[src/csw_regs.vh]
// Register offsets, field positions and reset values of the select decoder
`ifndef CSW_REGS_VH
`define CSW_REGS_VH

// ****************************************************************
// Register offsets in the I/O space (low address byte)
// ****************************************************************
`define CSW_LBR0_OFF     8'hA8
`define CSW_UBR0_OFF     8'hA9
`define CSW_CTL0_OFF     8'hAA
`define CSW_LBR1_OFF     8'hAB
`define CSW_UBR1_OFF     8'hAC
`define CSW_CTL1_OFF     8'hAD
`define CSW_LBR2_OFF     8'hAE
`define CSW_UBR2_OFF     8'hAF
`define CSW_CTL2_OFF     8'hB0
`define CSW_LBR3_OFF     8'hB1
`define CSW_UBR3_OFF     8'hB2
`define CSW_CTL3_OFF     8'hB3

// ****************************************************************
// Control register fields
// ****************************************************************
`define CSW_WAIT_HI      7
`define CSW_WAIT_LO      5
`define CSW_IO_BIT       4
`define CSW_EN_BIT       3

// ****************************************************************
// Reset values
// ****************************************************************
`define CSW_CTL0_RST     8'hE8
`define CSW_CTLN_RST     8'h00
`define CSW_BOUND_RST    8'h00

// ****************************************************************
// Address map, idle read data and zero wait constants
// ****************************************************************
`define CSW_PERIPH_MIN   8'h80
`define CSW_TOP_ZERO     8'h00
`define CSW_RD_IDLE      8'h00
`define CSW_WAIT_ZERO    3'h0

`endif

[src/csw_decoder.v]
// Chip select and wait state decoder with its select registers
`timescale 1ns/10ps
`include "csw_regs.vh"

// What this block does
// [RULE1] I/O cycles drive top byte zero, 16-bit address
// [RULE2] Unused peripheral addresses: reads zero, writes nothing
// [RULE3] I/O selects assert only during I/O instructions
// [RULE4] I/O match compares address bits 11:4 to lower
// [RULE5] I/O decode ignores top byte and page base
// [RULE6] Four selects, each memory or I/O
// [RULE7] I/O select needs enable and I/O bits set
// [RULE8] Lowest numbered qualifying select wins
// [RULE9] No external I/O select for low byte 80h-FFh
// [RULE10] I/O select drives select and request strobe low
// [RULE11] Memory select compares top byte with upper bound
// [RULE12] Memory range bounds are both inclusive
// [RULE13] Control bits 7:5 give zero to seven waits
// [RULE14] Control bit 4 picks memory or I/O select
// [RULE15] Control reset: select zero E8h, others 00h
// [RULE16] Each wait stretches the asserted cycle one clock
module csw_decoder (
    input  wire        clock_in,        // System clock, 200 MHz
    input  wire        srst_in,         // Synchronous reset, active high
    input  wire        cycle_start_in,  // One-cycle pulse: new bus cycle
    input  wire        cycle_io_in,     // 1 = I/O instruction, 0 = memory
    input  wire        cycle_write_in,  // 1 = write, 0 = read
    input  wire [23:0] cycle_addr_in,   // Address from the core
    input  wire [7:0]  cycle_wdata_in,  // Write data from the core
    output reg  [23:0] addr_out,        // Address bus to the pins
    output reg         select_out_zero_n_out,  // Select 0, active low
    output reg         select_out_one_n_out,   // Select 1, active low
    output reg         select_out_two_n_out,   // Select 2, active low
    output reg         select_out_three_n_out, // Select 3, active low
    output reg         io_request_strobe_n_out, // I/O strobe, active low
    output reg         cycle_busy_out,  // High while a cycle is running
    output reg         cycle_done_out,  // One-cycle pulse: cycle ends
    output reg  [7:0]  reg_rdata_out    // Read data of on-chip registers
);

    // ****************************************************************
    // States of the bus cycle sequencer
    // ****************************************************************
    localparam ST_IDLE   = 1'b0;        // Waiting for a cycle request
    localparam ST_ACTIVE = 1'b1;        // Cycle driven, waits counting

    // ****************************************************************
    // Storage
    // ****************************************************************
    reg  [7:0] ctl_reg [0:3];           // Control: wait, type, enable
    reg  [7:0] lbr_reg [0:3];           // Lower bound bytes
    reg  [7:0] ubr_reg [0:3];           // Upper bound bytes
    reg        state_reg;               // Sequencer state
    reg        state_next;              // Its next value
    reg  [2:0] wait_reg;                // Waits still to insert
    reg  [2:0] wait_next;               // Its next value
    reg  [3:0] sel_next;                // Select vector, one-hot, high
    reg        io_request_strobe_next;               // I/O strobe request, high
    reg        periph_hit;              // Access lands on on-chip range
    reg  [1:0] reg_idx;                 // Index of addressed select
    reg  [1:0] reg_kind;                // 0 lower, 1 upper, 2 control
    reg        reg_hit;                 // Address is an implemented reg
    reg  [7:0] rd_next;                 // Read data for this access
    // Each process has its own loop index, so that no variable has two
    // drivers and no combinational block wakes another through it
    integer    i_sel;                   // Loop index of the select decode
    integer    i_wait;                  // Loop index of the wait pick
    integer    i_rst;                   // Loop index of the bound reset

    // ****************************************************************
    // Helper functions
    // ****************************************************************

    // Memory range test: both bounds inclusive on the top byte
    function mem_match;
        input [7:0] top;
        input [7:0] lo;
        input [7:0] hi;
        begin
            mem_match = (top >= lo) && (top <= hi); // [RULE11] [RULE12]
        end
    endfunction

    // Keeps only the lowest set bit of a request vector
    function [3:0] first_hit;
        input [3:0] req;
        begin
            if (req[0]) begin
                first_hit = 4'h1;
            end else if (req[1]) begin
                first_hit = 4'h2;
            end else if (req[2]) begin
                first_hit = 4'h4;
            end else if (req[3]) begin
                first_hit = 4'h8;
            end else begin
                first_hit = 4'h0;
            end
        end
    endfunction

    // Wait field of a control byte
    function [2:0] wait_of;
        input [7:0] ctl;
        begin
            wait_of = ctl[`CSW_WAIT_HI:`CSW_WAIT_LO]; // [RULE13]
        end
    endfunction

    // ****************************************************************
    // On-chip register decode
    // ****************************************************************

    // Finds which select register, if any, the low byte names
    always @* begin
        reg_hit  = 1'b0;
        reg_idx  = 2'd0;
        reg_kind = 2'd0;
        case (cycle_addr_in[7:0])
            `CSW_LBR0_OFF: begin
                reg_hit  = 1'b1;
                reg_idx  = 2'd0;
                reg_kind = 2'd0;
            end
            `CSW_UBR0_OFF: begin
                reg_hit  = 1'b1;
                reg_idx  = 2'd0;
                reg_kind = 2'd1;
            end
            `CSW_CTL0_OFF: begin
                reg_hit  = 1'b1;
                reg_idx  = 2'd0;
                reg_kind = 2'd2;
            end
            `CSW_LBR1_OFF: begin
                reg_hit  = 1'b1;
                reg_idx  = 2'd1;
                reg_kind = 2'd0;
            end
            `CSW_UBR1_OFF: begin
                reg_hit  = 1'b1;
                reg_idx  = 2'd1;
                reg_kind = 2'd1;
            end
            `CSW_CTL1_OFF: begin
                reg_hit  = 1'b1;
                reg_idx  = 2'd1;
                reg_kind = 2'd2;
            end
            `CSW_LBR2_OFF: begin
                reg_hit  = 1'b1;
                reg_idx  = 2'd2;
                reg_kind = 2'd0;
            end
            `CSW_UBR2_OFF: begin
                reg_hit  = 1'b1;
                reg_idx  = 2'd2;
                reg_kind = 2'd1;
            end
            `CSW_CTL2_OFF: begin
                reg_hit  = 1'b1;
                reg_idx  = 2'd2;
                reg_kind = 2'd2;
            end
            `CSW_LBR3_OFF: begin
                reg_hit  = 1'b1;
                reg_idx  = 2'd3;
                reg_kind = 2'd0;
            end
            `CSW_UBR3_OFF: begin
                reg_hit  = 1'b1;
                reg_idx  = 2'd3;
                reg_kind = 2'd1;
            end
            `CSW_CTL3_OFF: begin
                reg_hit  = 1'b1;
                reg_idx  = 2'd3;
                reg_kind = 2'd2;
            end
            default: begin
                // Not a select register: unmapped or another peripheral
                reg_hit = 1'b0;
            end
        endcase
    end

    // Read data: unmapped peripheral addresses read as zero
    always @* begin
        rd_next = `CSW_RD_IDLE;
        if (reg_hit) begin
            case (reg_kind)
                2'd0:    rd_next = lbr_reg[reg_idx];
                2'd1:    rd_next = ubr_reg[reg_idx];
                default: rd_next = ctl_reg[reg_idx];
            endcase
        end
    end

    // ****************************************************************
    // Select decode for a new cycle
    // ****************************************************************

    // Computes the select vector and strobe for the requested cycle
    always @* begin
        // Page base and top byte play no part in the I/O decode
        periph_hit = cycle_io_in &&
            (cycle_addr_in[7:0] >= `CSW_PERIPH_MIN);        // [RULE9]
        sel_next   = 4'h0;
        for (i_sel = 0; i_sel < 4; i_sel = i_sel + 1) begin
            if (ctl_reg[i_sel][`CSW_EN_BIT]) begin          // [RULE7]
                if (ctl_reg[i_sel][`CSW_IO_BIT]) begin      // [RULE14]
                    // I/O type: bits 11:4 only, top byte ignored [RULE5]
                    sel_next[i_sel] = cycle_io_in &&    // [RULE3] [RULE7]
                        !periph_hit &&                  // [RULE9]
                        (cycle_addr_in[11:4] == lbr_reg[i_sel]); // [RULE4]
                end else begin
                    // Memory type: never during an I/O instruction
                    sel_next[i_sel] = !cycle_io_in &&
                        mem_match(cycle_addr_in[23:16],
                                  lbr_reg[i_sel], ubr_reg[i_sel]); // [RULE11]
                end
            end
        end
        sel_next  = first_hit(sel_next);                    // [RULE8] [RULE6]
        // Strobe follows any external I/O cycle
        io_request_strobe_next = cycle_io_in && !periph_hit;             // [RULE10]
    end

    // Wait count loaded from the winning select, zero if none
    always @* begin
        wait_next = `CSW_WAIT_ZERO;
        for (i_wait = 3; i_wait >= 0; i_wait = i_wait - 1) begin
            if (sel_next[i_wait]) begin
                wait_next = wait_of(ctl_reg[i_wait]);       // [RULE13]
            end
        end
    end

    // ****************************************************************
    // Sequencer next state
    // ****************************************************************

    // Idle takes a request; active holds until the waits run out
    always @* begin
        state_next = state_reg;
        case (state_reg)
            ST_IDLE: begin
                if (cycle_start_in) begin
                    state_next = ST_ACTIVE;
                end
            end
            ST_ACTIVE: begin
                if (wait_reg == `CSW_WAIT_ZERO) begin
                    state_next = ST_IDLE;
                end
            end
            default: begin
                state_next = ST_IDLE;
            end
        endcase
    end

    // ****************************************************************
    // Sequencer and pin registers
    // ****************************************************************

    // Drives the pins for one clock plus one clock per wait state
    always @(posedge clock_in) begin
        if (srst_in) begin
            state_reg               <= ST_IDLE;
            wait_reg                <= `CSW_WAIT_ZERO;
            addr_out                <= 24'h00_0000;
            select_out_zero_n_out   <= 1'b1;
            select_out_one_n_out    <= 1'b1;
            select_out_two_n_out    <= 1'b1;
            select_out_three_n_out  <= 1'b1;
            io_request_strobe_n_out <= 1'b1;
            cycle_busy_out          <= 1'b0;
            cycle_done_out          <= 1'b0;
            reg_rdata_out           <= `CSW_RD_IDLE;
        end else begin
            state_reg      <= state_next;
            cycle_done_out <= 1'b0;
            case (state_reg)
                ST_IDLE: begin
                    if (cycle_start_in) begin
                        // Top byte forced to zero on I/O cycles
                        addr_out <= cycle_io_in ?
                            {`CSW_TOP_ZERO, cycle_addr_in[15:0]} :
                            cycle_addr_in;                  // [RULE1]
                        select_out_zero_n_out   <= ~sel_next[0];
                        select_out_one_n_out    <= ~sel_next[1];
                        select_out_two_n_out    <= ~sel_next[2];
                        select_out_three_n_out  <= ~sel_next[3];
                        io_request_strobe_n_out <= ~io_request_strobe_next; // [RULE10]
                        wait_reg                <= wait_next;
                        cycle_busy_out          <= 1'b1;
                        // Reads of unmapped addresses give zero
                        reg_rdata_out <= periph_hit ? rd_next :
                            `CSW_RD_IDLE;                   // [RULE2]
                    end
                end
                ST_ACTIVE: begin
                    if (wait_reg == `CSW_WAIT_ZERO) begin
                        // Last clock of the cycle: release selects and strobe, address held
                        select_out_zero_n_out   <= 1'b1;
                        select_out_one_n_out    <= 1'b1;
                        select_out_two_n_out    <= 1'b1;
                        select_out_three_n_out  <= 1'b1;
                        io_request_strobe_n_out <= 1'b1;
                        cycle_busy_out          <= 1'b0;
                        cycle_done_out          <= 1'b1;
                    end else begin
                        // Pins held, one clock per wait state
                        wait_reg <= wait_reg - 3'd1;        // [RULE16]
                    end
                end
                default: begin
                    cycle_busy_out <= 1'b0;
                end
            endcase
        end
    end

    // ****************************************************************
    // Select register writes
    // ****************************************************************

    // Only implemented registers change; other peripheral writes drop
    always @(posedge clock_in) begin
        if (srst_in) begin
            ctl_reg[0] <= `CSW_CTL0_RST;                    // [RULE15]
            ctl_reg[1] <= `CSW_CTLN_RST;
            ctl_reg[2] <= `CSW_CTLN_RST;
            ctl_reg[3] <= `CSW_CTLN_RST;
            for (i_rst = 0; i_rst < 4; i_rst = i_rst + 1) begin
                lbr_reg[i_rst] <= `CSW_BOUND_RST;
                ubr_reg[i_rst] <= `CSW_BOUND_RST;
            end
        end else if (state_reg == ST_IDLE && cycle_start_in &&
                     cycle_write_in && periph_hit && reg_hit) begin // [RULE2]
            // A write takes effect at the start of its cycle, so the
            // next cycle already decodes with the new value
            case (reg_kind)
                2'd0:    lbr_reg[reg_idx] <= cycle_wdata_in;
                2'd1:    ubr_reg[reg_idx] <= cycle_wdata_in;
                default: ctl_reg[reg_idx] <= cycle_wdata_in;
            endcase
        end
    end

endmodule // csw_decoder

[config.mk]
export PLATFORM = sky130hd
export DESIGN_NAME = csw_decoder
export DESIGN_NICKNAME = d
export VERILOG_FILES = /design/src/csw_decoder.v
export VERILOG_INCLUDE_DIRS = /design/src
export SDC_FILE = /design/constraint.sdc
export NUM_CORES = 1
export LEC_CHECK = 0
export ABC_CLOCK_PERIOD_IN_PS = 4300
export BUFFER_PORTS_ARGS = -buffer_cell sky130_fd_sc_hd__clkbuf_2
export CORE_MARGIN = 2
export CORE_UTILIZATION = 50
export CTS_BUF_LIST = sky130_fd_sc_hd__clkbuf_16
export DETAILED_ROUTE_END_ITERATION = 7
export PLACE_DENSITY = 0.7
export SYNTH_ARGS = -nofsm -noshare
export SYNTH_HDL_FRONTEND = slang
export SYNTH_SLANG_ARGS = --single-unit
[constraint.sdc]
create_clock -name clock_in -period 4.3 [get_ports clock_in]
set_input_delay 0.215 -clock clock_in [delete_from_list [all_inputs] [get_ports clock_in]]
set_output_delay 0.215 -clock clock_in [all_outputs]
set_load 0.02 [all_outputs]
==> out/qor.yml <==
cts:
  cts_resized: 0
  htree_levels: 4
  cts_buffers: 17
  path_clk_slew_ns: 0.06
  cts_tree: "built"
  clock-sinks: 139
  root_buffer: "clkbuf_16"
  cts_setup_buffers: 0
  clk_latency_ns: 0.43
  cts_max_path_buffers: 2
timing:
  rsz0062_at_grt: "false"
  final.min_clock_period_ns: 3.10
  worst_pin_slew_ns: 1.06
  slew_headroom: 0.286
  finalHoldViolations: 0
  period_share: 0.720
  fmax_mhz: 323
  setup-violations-final: 0
  slew_violations: 0
  finalClockSkew_ns: 0.00697
  final.setup.tns_ns: 0
floorplan:
  ios: 76
  initial_core_util: 0.510
  die_y_um: 134
  rows: 47
  die_w_um: 134
  core_area_mm2: 0.0165
  dieArea_mm2: 0.0178
power:
  combPwrFrac: 0.119
  seq_power_share: 0.460
  power.switching_w: 0.000898
  p_total_w: 0.00329
  sw_frac_of_total: 0.273
  clkPwrFrac: 0.421
  ir_worst_vdd_mv: 0.281
  p_leak_nw: 3.98
  internal_power_w: 0.00239
  p_per_area_mw_per_mm2: 347
placement:
  io_buffers: 75
  dp_cells: 1126
  place_congestion: 0.956
  dp_hpwl_um: 17500
synth:
  ys_async_sr_fraction: 0
  yosysSeqAreaShare: 0.446
  yosys_most_used_dff: "edfxtp_1"
  synth.distinct_cells: 62
  synth_area_mm2: 0.00839
  synth_edf_count: 96
  avgSynthCellArea_um2: 9.61
  ys_ff_latch: 139
  syn-num-nets: 976
  ys_warn_count: 0
  syn-instance-count: 873
final_layout:
  drive_gt1_frac: 0.149
  antenna_cells: 0
  num-nets-final: 1030
  stdcell_count: 1160
  area.growth.synth_to_final_pct: 12.9
  layout_common_cells: "edfxtp_1 (96), nand2_1 (88), clkbuf_2 (75), a21oi_1 (74), and2_1 (72)"
  final_common_cell: "edfxtp_1"
run_status:
  status: "finished clean"
routing:
  totalWireLength_um: 24400
  drc: 0
  vias: 6960
  antenna_left: 0
  avgRoutedWirePerCell_um: 21.0
  routed_via_density: 6.00
  drt_first_pass_iters: 5
  drt_iter0_drc: 646
grt:
  grt_pass1_wl_um: 37100
  grt_max_degree: 36
  antenna_found_initial: 0
  grt.total_usage: 0.280
  overflow: 0
  grt_pass1_vias: 6412
hold_path:
  hold_class: "input port to register"
critical_path:
  cp-start-kind: "register"
  crit_arrival_ns: 3.39
  crit_path_end_kind: "register"
  cp.required_ns: 4.60
  crit_type: "register to register"
  cp_max_fo: 7
flow_run:
  cap_viol_max_count: 0
[final cells by class]
class	instances	area, um2
Fill cell	1431	7000
Multi-Input combinational cell	616	4180
Sequential cell	139	3740
Timing Repair Buffer	88	478
Clock buffer	18	450
Tap cell	220	275
Inverter	65	244
Clock inverter	14	104
[worst paths after layout]
kind	from	end	slack (ns)	cells after the start
max reg2reg	lbr_reg[1][0]$_SDFFCE_PN0P_	wait_reg[0]$_SDFFE_PP0P_	1.20	9
min	cycle_addr_in[12]	addr_out[12]$_SDFFE_PP0P_	0.01	3
min reg2reg	addr_out[16]$_SDFFE_PP0P_	addr_out[16]$_SDFFE_PP0P_	0.45	2
max	lbr_reg[1][0]$_SDFFCE_PN0P_	wait_reg[0]$_SDFFE_PP0P_	1.20	9
[kinds of logic after synthesis]
logic type,share of synthesized area
simple gates,0.213
xor+xnor,0.0292
flops,0.446
mux,0.00119
compound gates,0.155
fa+ha+maj,0.0984
buf+inv,0.0567
[synthesized netlist by cell type, types with 3 or more instances]
cell        n  share of area
ha_1       66          0.098
o21a_1      5         0.0045
o2111ai_1   7         0.0073
nor3b_1     3         0.0027
or2_1       5         0.0037
edfxtp_1   96           0.34
and3_1     30          0.022
nand3_1     9         0.0054
o21ai_1     3         0.0018
inv_1      65          0.029
a2111o_1    3         0.0040
o311ai_0    3         0.0031
o21ai_0    31          0.018
a221oi_1   16          0.017
nand3b_1    7         0.0063
o22ai_1     9         0.0067
nor4_1      4         0.0030
clkbuf_1   38          0.017
a31oi_1    15          0.011
or2_2       5         0.0037
nand2_1    88          0.039
and2_1     72          0.054
o211ai_1    4         0.0036
xor2_1     21          0.022
xnor2_1     7         0.0073
nor2b_1     9         0.0067
a2111oi_0   3         0.0031
buf_2      11         0.0066
nand2b_1   20          0.015
a211oi_1    8         0.0072
dfxtp_1    43           0.10
nand4_1    10         0.0075
a21oi_1    74          0.044
a21o_1      6         0.0054
o21bai_1    6         0.0054
nor3_1     16         0.0095
nor3_4      4         0.0078
nor2_1     21         0.0094
[critical path: stages, from the launching register on]
cell and delay, ns:
edfxtp_1 0.46, ha_1 0.31, nand2b_1 0.14, a2111oi_0 0.42, o31ai_1 0.15, and4_1 0.24, a31oi_1 0.56, inv_1 0.08
a2111oi_0 0.47, a211oi_1 0.12
[power by group through the flow]
stage | Sequential (W) | Clock (W) | Combinational [W]
final | 0.00152 | 0.00139 | 0.000390
after global routing | 0.00152 | 0.00145 | 0.000432
after CTS | 0.00151 | 0.00139 | 0.000387
after detailed placement | 0.00154 | 0 | 0.000383
after global placement | 0.00154 | 0 | 0.000378
after floorplan | 0.00155 | 0 | 0.000236
[repair_timing]
item                                    in CTS  in global routing
endpoints found under the setup margin       0                  0
endpoints found under the hold margin        2                  0
hold buffers                                 2                  0
[metrics by stage]
| stage | cell area, um2 | setup WS (ns) | utilization | hold slack [ns] |
|---|---|---|---|---|
| after global placement | 8900 | 0.935 | 0.540 | 0.442 |
| after detailed placement | 8900 | 0.848 | 0.540 | 0.446 |
| final | 9470 | 1.20 | 0.575 | 0.0100 |
| after global routing | 9470 | 1.01 | 0.575 | 0.0230 |
| after CTS | 9470 | 1.21 | 0.575 | 0.00231 |
| after floorplan | 8390 | 1.83 | - | 0.351 |
[metal layers]
metal | track usage | share of wire | vias up
met5 | 0 | 0 | -
met4 | 0.132 | 0.039 | 0
met3 | 0.0529 | 0.076 | 67
met2 | 0.459 | 0.47 | 353
met1 | 0.359 | 0.41 | 3302
li1 | - | - | 3238
(Power assumes the default switching activity.)
